<file path="src/rtl/bsl_pkg.sv">
// Constants, states and carriers shared by the boot stream loader files
`default_nettype none
package bsl_pkg;

  // Stream width keys
  localparam logic [15:0] BSL_KEY_W16 = 16'h10aa;
  localparam logic [15:0] BSL_KEY_W8 = 16'h08aa;

  // Erased security password word
  localparam logic [15:0] BSL_SEC_ERASED = 16'hffff;

  // Entry used when a load aborts, and entry value loaded at reset
  localparam logic [31:0] BSL_FLASH_ENTRY = 32'h003f_7ff6;
  localparam logic [31:0] BSL_ENTRY_RST = 32'h0000_0000;

  // Header words after the key, password words read at init
  localparam logic [3:0] BSL_HDR_WORDS = 4'h8;
  localparam logic [3:0] BSL_PW_WORDS = 4'h8;

  // Stream element width and buffer depth
  localparam int BSL_ELEM_W = 16;
  localparam int BSL_FIFO_DEPTH = 32;

  typedef enum logic [3:0] {
    S_OBJ    = 4'b0000,
    S_SEC    = 4'b0001,
    S_MODE   = 4'b0010,
    S_KEY1   = 4'b0011,
    S_KEY2   = 4'b0100,
    S_HDR    = 4'b0101,
    S_ENT_HI = 4'b0110,
    S_ENT_LO = 4'b0111,
    S_SIZE   = 4'b1000,
    S_DST_HI = 4'b1001,
    S_DST_LO = 4'b1010,
    S_DATA   = 4'b1011,
    S_DONE   = 4'b1100,
    S_EXIT   = 4'b1101,
    S_RUN    = 4'b1110
  } bsl_state_t;

  typedef struct packed {
    logic [31:0] addr;
    logic [15:0] data;
  } bsl_mem_wr_t;

  typedef struct packed {
    logic [31:0] entry;
    logic abort;
  } bsl_result_t;

endpackage
`default_nettype wire

</file>
<file path="src/rtl/bsl_fifo.sv">
// Synchronous valid/ready FIFO in front of the loader
`default_nettype none
module bsl_fifo #(
  parameter int WIDTH = 16,
  parameter int DEPTH = 32
) (
  // Clock and reset
  input wire logic mclk,
  input wire logic srst,
  input wire logic clk_en,
  // Fill side
  input wire logic wr_valid,
  input wire logic [WIDTH-1:0] wr_data,
  output logic wr_ready,
  // Drain side
  output logic rd_valid,
  output logic [WIDTH-1:0] rd_data,
  input wire logic rd_ready
);
  localparam int AW = $clog2(DEPTH);

  logic [WIDTH-1:0] mem [DEPTH];
  logic [AW:0] wp_q;
  logic [AW:0] rp_q;
  logic push;
  logic pop;

  // Extra pointer bit tells full from empty
  assign rd_valid = wp_q != rp_q;
  assign wr_ready = (wp_q[AW-1:0] != rp_q[AW-1:0]) || (wp_q[AW] == rp_q[AW]);
  assign rd_data = mem[rp_q[AW-1:0]];
  assign push = clk_en && wr_valid && wr_ready;
  assign pop = clk_en && rd_valid && rd_ready;

  always_ff @(posedge mclk) begin
    if (push) begin
      mem[wp_q[AW-1:0]] <= wr_data;
    end
  end

  always_ff @(posedge mclk) begin
    if (srst) begin
      wp_q <= '0;
      rp_q <= '0;
    end else begin
      if (push) begin
        wp_q <= wp_q + 1'b1;
      end
      if (pop) begin
        rp_q <= rp_q + 1'b1;
      end
    end
  end
endmodule // bsl_fifo
`default_nettype wire

</file>
<file path="src/rtl/bsl_loader.sv">
// Boot init sequence and boot stream loader top
`default_nettype none
module bsl_loader #(
  parameter int DEPTH = bsl_pkg::BSL_FIFO_DEPTH
) (
  // Clock, reset, enable
  input wire logic mclk,
  input wire logic srst,
  input wire logic clk_en,
  // Boot port element stream
  input wire logic in_valid,
  input wire logic [15:0] in_data,
  output logic in_ready,
  // Boot mode selector result
  input wire logic mode_valid,
  input wire logic allow_w8,
  input wire logic allow_w16,
  // Security password reads
  output logic sec_rd_req,
  output logic [2:0] sec_rd_idx,
  input wire logic sec_rd_valid,
  input wire logic [15:0] sec_rd_data,
  output logic sec_unlock,
  // Processor mode
  output logic obj_mode,
  // Memory writes
  output logic mem_wr_valid,
  output bsl_pkg::bsl_mem_wr_t mem_wr,
  input wire logic mem_wr_ready,
  // Result and exit
  output logic done,
  output bsl_pkg::bsl_result_t result,
  output logic cpu_restore,
  output logic jump_valid
);
  bsl_pkg::bsl_state_t state_q;
  bsl_pkg::bsl_mem_wr_t mem_q;
  logic [15:0] fifo_d, w_data, ent_hi_q, dst_hi_q, left_q, key8;
  logic [31:0] entry_q, addr_q;
  logic [7:0] first_q;
  logic [3:0] cnt_q;
  logic fifo_v, fifo_rdy, w_valid, w_ready, word_take, key_take, key_phase, word_phase, asm_in_ready;
  logic byte_mode_q, abort_q, mem_valid_q, obj_q, sec_ok_q, sec_unlock_q, sec_pend_q;

  bsl_fifo #(
    .WIDTH(bsl_pkg::BSL_ELEM_W),
    .DEPTH(DEPTH)
  ) u_fifo (
    .mclk(mclk),
    .srst(srst),
    .clk_en(clk_en),
    .wr_valid(in_valid),
    .wr_data(in_data),
    .wr_ready(in_ready),
    .rd_valid(fifo_v),
    .rd_data(fifo_d),
    .rd_ready(fifo_rdy)
  );

  // Key detection reads raw elements; everything later reads assembled words
  assign key_phase = (state_q == bsl_pkg::S_KEY1) || (state_q == bsl_pkg::S_KEY2);
  assign word_phase = (state_q >= bsl_pkg::S_HDR) && (state_q <= bsl_pkg::S_DATA);
  assign key_take = clk_en && key_phase && fifo_v;
  assign key8 = {fifo_d[7:0], first_q};

  assign fifo_rdy = key_phase ? 1'b1 : (word_phase && asm_in_ready);

  bsl_word_asm u_asm (
    .mclk(mclk),
    .srst(srst),
    .clk_en(clk_en),
    .byte_mode(byte_mode_q),
    .in_valid(fifo_v && word_phase),
    .in_data(fifo_d),
    .in_ready(asm_in_ready),
    .out_valid(w_valid),
    .out_data(w_data),
    .out_ready(w_ready)
  );

  // One word in flight to memory; a stalled memory backs up into the FIFO
  always_comb begin
    case (state_q)
      bsl_pkg::S_HDR, bsl_pkg::S_ENT_HI, bsl_pkg::S_ENT_LO, bsl_pkg::S_SIZE,
      bsl_pkg::S_DST_HI, bsl_pkg::S_DST_LO: w_ready = 1'b1;
      bsl_pkg::S_DATA: w_ready = !mem_valid_q;
      default: w_ready = 1'b0;
    endcase
  end
  assign word_take = clk_en && w_valid && w_ready;

  // Sequence control
  always_ff @(posedge mclk) begin
    if (srst) begin
      state_q <= bsl_pkg::S_OBJ;
      cnt_q <= 4'h0;
      byte_mode_q <= 1'b0;
      first_q <= 8'h00;
      abort_q <= 1'b0;
    end else if (clk_en) begin
      case (state_q)
        bsl_pkg::S_OBJ: begin
          state_q <= bsl_pkg::S_SEC;
          cnt_q <= 4'h0;
        end
        bsl_pkg::S_SEC: begin
          if (sec_rd_valid && sec_pend_q) begin
            cnt_q <= cnt_q + 4'h1;
            if (cnt_q == bsl_pkg::BSL_PW_WORDS - 4'h1) begin
              state_q <= bsl_pkg::S_MODE;
            end
          end
        end
        bsl_pkg::S_MODE: begin
          if (mode_valid) begin
            state_q <= bsl_pkg::S_KEY1;
          end
        end
        bsl_pkg::S_KEY1: begin
          if (fifo_v) begin
            if (fifo_d == bsl_pkg::BSL_KEY_W16) begin
              byte_mode_q <= 1'b0;
              abort_q <= !allow_w16;
              state_q <= allow_w16 ? bsl_pkg::S_HDR : bsl_pkg::S_DONE;
              cnt_q <= 4'h0;
            end else begin
              first_q <= fifo_d[7:0];
              state_q <= bsl_pkg::S_KEY2;
            end
          end
        end
        bsl_pkg::S_KEY2: begin
          if (fifo_v) begin
            cnt_q <= 4'h0;
            if (key8 == bsl_pkg::BSL_KEY_W8 && allow_w8) begin
              byte_mode_q <= 1'b1;
              state_q <= bsl_pkg::S_HDR;
            end else begin
              abort_q <= 1'b1;
              state_q <= bsl_pkg::S_DONE;
            end
          end
        end
        bsl_pkg::S_HDR: begin
          if (word_take) begin
            cnt_q <= cnt_q + 4'h1;
            if (cnt_q == bsl_pkg::BSL_HDR_WORDS - 4'h1) begin
              state_q <= bsl_pkg::S_ENT_HI;
            end
          end
        end
        bsl_pkg::S_ENT_HI: begin
          if (word_take) begin
            state_q <= bsl_pkg::S_ENT_LO;
          end
        end
        bsl_pkg::S_ENT_LO: begin
          if (word_take) begin
            state_q <= bsl_pkg::S_SIZE;
          end
        end
        bsl_pkg::S_SIZE: begin
          if (word_take) begin
            state_q <= (w_data == 16'h0000) ? bsl_pkg::S_DONE : bsl_pkg::S_DST_HI;
          end
        end
        bsl_pkg::S_DST_HI: begin
          if (word_take) begin
            state_q <= bsl_pkg::S_DST_LO;
          end
        end
        bsl_pkg::S_DST_LO: begin
          if (word_take) begin
            state_q <= bsl_pkg::S_DATA;
          end
        end
        bsl_pkg::S_DATA: begin
          if (word_take && left_q == 16'h0001) begin
            state_q <= bsl_pkg::S_SIZE;
          end
        end
        bsl_pkg::S_DONE: begin
          if (!mem_valid_q) begin
            state_q <= bsl_pkg::S_EXIT;
          end
        end
        bsl_pkg::S_EXIT: state_q <= bsl_pkg::S_RUN;
        bsl_pkg::S_RUN: state_q <= bsl_pkg::S_RUN;
        default: state_q <= bsl_pkg::S_OBJ;
      endcase
    end
  end

  // Entry address and block fields
  always_ff @(posedge mclk) begin
    if (srst) begin
      ent_hi_q <= 16'h0000;
      entry_q <= bsl_pkg::BSL_ENTRY_RST;
      dst_hi_q <= 16'h0000;
      addr_q <= 32'h0000_0000;
      left_q <= 16'h0000;
    end else if (clk_en) begin
      if ((key_take && state_q == bsl_pkg::S_KEY1 && fifo_d == bsl_pkg::BSL_KEY_W16 && !allow_w16)
          || (key_take && state_q == bsl_pkg::S_KEY2 && !(key8 == bsl_pkg::BSL_KEY_W8 && allow_w8))) begin
        entry_q <= bsl_pkg::BSL_FLASH_ENTRY;
      end
      if (word_take) begin
        case (state_q)
          bsl_pkg::S_ENT_HI: ent_hi_q <= w_data;
          bsl_pkg::S_ENT_LO: entry_q <= {ent_hi_q, w_data};
          bsl_pkg::S_SIZE: left_q <= w_data;
          bsl_pkg::S_DST_HI: dst_hi_q <= w_data;
          bsl_pkg::S_DST_LO: addr_q <= {dst_hi_q, w_data};
          bsl_pkg::S_DATA: begin
            addr_q <= addr_q + 32'h0000_0001;
            left_q <= left_q - 16'h0001;
          end
          default: ;
        endcase
      end
    end
  end

  // Memory write port
  always_ff @(posedge mclk) begin
    if (srst) begin
      mem_valid_q <= 1'b0;
      mem_q <= '0;
    end else if (clk_en) begin
      if (word_take && state_q == bsl_pkg::S_DATA) begin
        mem_valid_q <= 1'b1;
        mem_q <= '{addr: addr_q, data: w_data};
      end else if (mem_wr_ready) begin
        mem_valid_q <= 1'b0;
      end
    end
  end

  // Object mode and password dummy read
  always_ff @(posedge mclk) begin
    if (srst) begin
      obj_q <= 1'b0;
      sec_ok_q <= 1'b1;
      sec_unlock_q <= 1'b0;
      sec_pend_q <= 1'b0;
    end else if (clk_en) begin
      if (state_q == bsl_pkg::S_OBJ) begin
        obj_q <= 1'b1;
      end
      if (sec_rd_req) begin
        sec_pend_q <= 1'b1;
      end else if (sec_rd_valid && state_q == bsl_pkg::S_SEC) begin
        sec_pend_q <= 1'b0;
        if (sec_rd_data != bsl_pkg::BSL_SEC_ERASED) begin
          sec_ok_q <= 1'b0;
        end
        if (cnt_q == bsl_pkg::BSL_PW_WORDS - 4'h1) begin
          sec_unlock_q <= sec_ok_q && (sec_rd_data == bsl_pkg::BSL_SEC_ERASED);
        end
      end
    end
  end

  assign sec_rd_req = (state_q == bsl_pkg::S_SEC) && !sec_pend_q;
  assign sec_rd_idx = cnt_q[2:0];
  assign sec_unlock = sec_unlock_q;
  assign obj_mode = obj_q;
  assign mem_wr_valid = mem_valid_q;
  assign mem_wr = mem_q;
  // Done waits for the last memory write to land
  assign done = (state_q == bsl_pkg::S_DONE) && !mem_valid_q;
  assign result = '{entry: entry_q, abort: abort_q};
  assign cpu_restore = state_q == bsl_pkg::S_EXIT;
  assign jump_valid = state_q == bsl_pkg::S_EXIT;
endmodule // bsl_loader
`default_nettype wire

</file>
<file path="src/rtl/bsl_word_asm.sv">
// Builds 16-bit words from the element stream, low byte first in byte mode
`default_nettype none
module bsl_word_asm (
  // Clock and reset
  input wire logic mclk,
  input wire logic srst,
  input wire logic clk_en,
  // Mode
  input wire logic byte_mode,
  // Elements in
  input wire logic in_valid,
  input wire logic [15:0] in_data,
  output logic in_ready,
  // Words out
  output logic out_valid,
  output logic [15:0] out_data,
  input wire logic out_ready
);
  logic [7:0] lo_q;
  logic have_lo_q;
  logic out_valid_q;
  logic [15:0] out_q;
  logic take_in;
  logic take_out;

  assign in_ready = !out_valid_q || out_ready;
  assign take_in = clk_en && in_valid && in_ready;
  assign take_out = clk_en && out_valid_q && out_ready;
  assign out_valid = out_valid_q;
  assign out_data = out_q;

  always_ff @(posedge mclk) begin
    if (srst) begin
      lo_q <= 8'h00;
      have_lo_q <= 1'b0;
      out_valid_q <= 1'b0;
      out_q <= 16'h0000;
    end else begin
      if (take_out) begin
        out_valid_q <= 1'b0;
      end
      if (take_in) begin
        if (!byte_mode) begin
          out_q <= in_data;
          out_valid_q <= 1'b1;
        end else if (!have_lo_q) begin
          lo_q <= in_data[7:0];
          have_lo_q <= 1'b1;
        end else begin
          out_q <= {in_data[7:0], lo_q};
          have_lo_q <= 1'b0;
          out_valid_q <= 1'b1;
        end
      end
    end
  end
endmodule // bsl_word_asm
`default_nettype wire

</file>
<file path="config.mk">
export PLATFORM = sky130hd
export DESIGN_NAME = bsl_loader
export DESIGN_NICKNAME = d
export VERILOG_FILES = /design/src/rtl/bsl_pkg.sv /design/src/rtl/bsl_fifo.sv /design/src/rtl/bsl_loader.sv /design/src/rtl/bsl_word_asm.sv
export SDC_FILE = /design/constraint.sdc
export NUM_CORES = 1
export LEC_CHECK = 0
export BUFFER_PORTS_ARGS = -buffer_cell sky130_fd_sc_hd__buf_2
export CAP_MARGIN = 5
export CORE_ASPECT_RATIO = 0.8
export CORE_MARGIN = 5
export CORE_UTILIZATION = 41
export DETAILED_ROUTE_END_ITERATION = 8
export PLACE_DENSITY_LB_ADDON = 0.2
export SYNTH_ARGS = -nofsm -noshare
export SYNTH_HDL_FRONTEND = slang
export SYNTH_SLANG_ARGS = --single-unit
</file>
<file path="constraint.sdc">
create_clock -name mclk -period 3.75 [get_ports mclk]
set_input_delay 0.5625 -clock mclk [delete_from_list [all_inputs] [get_ports mclk]]
set_output_delay 0.5625 -clock mclk [all_outputs]
set_load 0.01 [all_outputs]
</file>
==> flow_summary.toml <==
[drt]
wirelength_um = 77600
drc_errors = 0
drt-vias-per-instance = 5.63
routedWlPerCell_um = 23.4
vias = 18700
drtIter0Drc = 1491
drt-pass1-iter-count = 6
ant_nets = 0

[grt]
grt_util_met1 = 0.288
grt_max_degree = 147
antenna_found_initial = 5
use_met3 = 0.0341
grt_pass1_wl_um = 115000
overflow = 0
gr-usage-all-layers = 0.191
gr-usage-met2 = 0.289
grt_pass1_vias = 18100
top_usage_layer = "met2"

[timing]
period_needed_ns = 3.71
setup_viol = 0
final_hold_viol_count = 0
post-route-period-util = 0.990
rsz0062_at_grt = "true"
slew_violations = 0
maxSlewHeadroom = 0.252
tightest_slew_ns = 1.11
fin_skew_ns = 0.0219
clock.fmax_ghz = 0.269

[logic_synthesis]
synth_edf_count = 512
syn_area_um2 = 29800
ys_types = 73
ys_seq_elements = 738
yosysMostFrequentCell = "edfxtp_1"
synth-seq-area-share = 0.667
synth.avg_cell_area_um2 = 14.0
ys.warnings.count = 0
syn-num-nets = 2188
synth_top_area_share = 0.515
yosysTopAreaCell = "edfxtp_1"
syn_inst = 2138
synth_common_cells = "edfxtp_1 (512), nand2_1 (250), dfxtp_1 (226), nor2_1 (208), a21oi_1 (148)"
ys.flop_type = "edfxtp_1"
synthArstFlopShare = 0
synth_area_leaders = "edfxtp_1 (52%), dfxtp_1 (15%), mux4_2 (9.7%)"

[clock_tree]
cts_made_buffers = 76
clkTransAtPathRegs_ns = 0.06
tritoncts = "built"
cts_htree_levels = 3
cts_buffer_depth = 3
clockRootBuffer = "clkbuf_16"
cts_hold_buf = 0
clk_latency_ns = 0.61
clock-sinks = 738

[placement]
gp_congestion = 0.814
io_buffers = 132
place_inst = 3169
dp_hpwl_um = 48500

[critical_path]
arrival_ns = 4.19
cp-end-kind = "flop"
startpoint_type = "flop"
r2r_cells = 11
ff2ff_setup_slack_ns = 0.04
criticalPathCategory = "flop to flop"
reg2reg_to = "entry_q[0]"
cp-endpoint = "entry_q[0]"
cp.required_ns = 4.23
crit_fanout = 17

[die]
core-area_um2 = 72100
rows = 88
dieArea_um2 = 78300
io_pins = 133
die_y_um = 251
die_width_um = 312
start_util = 0.414

[job]
maxCapViolations = 0

[final_layout]
instances_no_fill = 3320
syn_to_final_growth_pct = 16.0
finish.net_count = 2362
finish.utilization = 0.480
drive_above_1_share = 0.233

[power]
peakVddDrop_mv = 0.296
finalPower_uw = 16300
p_per_area_nw_per_um2 = 470
p_leak_uw = 0.0114

[status]
status = "finished clean"

[min_path]
worst_hold_path_type = "input port to flop"
-- logic make-up after synthesis --
logic type      Yosys count  share of synthesized area
mux                     224                      0.129
flops                   738                      0.667
simple gates            613                     0.0897
buf+inv                 166                     0.0253
xor+xnor                 18                    0.00528
compound gates          370                     0.0802
fa+ha+maj                 9                    0.00377
-- state kept, by name (all words and copies together), names as in the netlist, 4 cells and up, named ones only --
signal,count
addr_q,32
cnt_q,4
dst_hi_q,16
ent_hi_q,16
entry_q,32
first_q,8
left_q,16
mem_wr,48
state_q,4
u_asm.lo_q,8
u_asm.out_data,16
u_fifo.mem,512
u_fifo.rp_q,6
u_fifo.wp_q,6
-- through the flow --
| stage | TNS (ns) | worst slack [ns] | cell area, µm² | hold WS, ns |
|---|---|---|---|---|
| after CTS | 0 | 0.0101 | 34400 | 0.216 |
| after global routing | -0.663 | -0.0530 | 34600 | 0.245 |
| final | 0 | 0.0385 | 34600 | 0.246 |
| after detailed placement | 0 | 0.0396 | 32100 | 0.444 |
| after global placement | 0 | 0.0504 | 32100 | 0.443 |
| after floorplan | 0 | 0.194 | 29800 | 0.432 |
-- placed cells by master, fill, tap and decap left out, types with 10 or more instances in the layout --
master     Yosys  layout
clkinv_2       0      10
edfxtp_1     512     512
buf_4         12      90
clkbuf_1      94      21
a41o_1        14      14
nand2_1      250     249
o22ai_1       12      12
mux2i_1       90      88
buf_12         0      14
clkinv_1       2      21
o21ai_0       64      63
and3_1        14      14
a21oi_1      148     148
clkbuf_16      0      82
a211oi_1      25      25
a22oi_1       26      26
dfxtp_1      226     224
nor3_1        17      16
nor2_2         1      35
nand2b_1      15      14
nand3_1       36      36
buf_2         15     131
xor2_1        10      10
or3_1         12      12
mux4_2       128     128
nor2_1       208     173
inv_1         15      15
nand4_1       12      12
a211oi_2      19      19
-- layout make-up --
cell class,instances,area (µm²)
fillers,6202,37500
well taps,945,1180
diodes,2,5.00
inverters,18,67.6
clock inverters,39,283
clock buffers,100,2030
flip-flops and latches,738,19900
repair buffers,244,1810
multi-input cells,1234,9330
-- how the worst min path moves through the flow --
stage                            start           end  slack [ns]  cells after the start
after floorplan             addr_q[31]    mem_wr[47]        0.43                      2
after global placement       mem_wr[8]     mem_wr[8]        0.44                      2
after detailed placement     mem_wr[4]     mem_wr[4]        0.44                      2
after CTS                 mem_wr_ready  mem_wr_valid        0.22                      4
after global routing      mem_wr_ready  mem_wr_valid        0.25                      4
final                     mem_wr_ready  mem_wr_valid        0.25                      4
-- repair_timing --
action | in CTS | in global routing
resized for setup | 0 | 12
setup buffers | 0 | 5
endpoints found under the setup margin | 0 | 38
-- where the power goes --
group | leakage [µW] | internal, µW | switching (µW)
registers | 0.00643 | 8720 | 29.2
clock network | 0.00113 | 4030 | 3080
logic | 0.00384 | 130 | 280
total | 0.0114 | 12900 | 3390
-- critical path, stage by stage, from the launching register on --
cell and delay (ns):
dfxtp_4 0.43, buf_12 0.16, clkbuf_16 0.17, mux4_2 0.49, mux4_2 0.53, mux2_2 0.34
or4_4 0.51, nor4_2 0.25, buf_4 0.16, o21ai_4 0.10, buf_12 0.20, a41o_1 0.23
-- routing by layer --
metal  vias up  part of all wire
li1       8469                 -
met1      9573              0.47
met2       532              0.45
met3       124             0.060
met4         4             0.022
met5         -           0.00032
No activity file was read; power rests on OpenSTA's default activity.
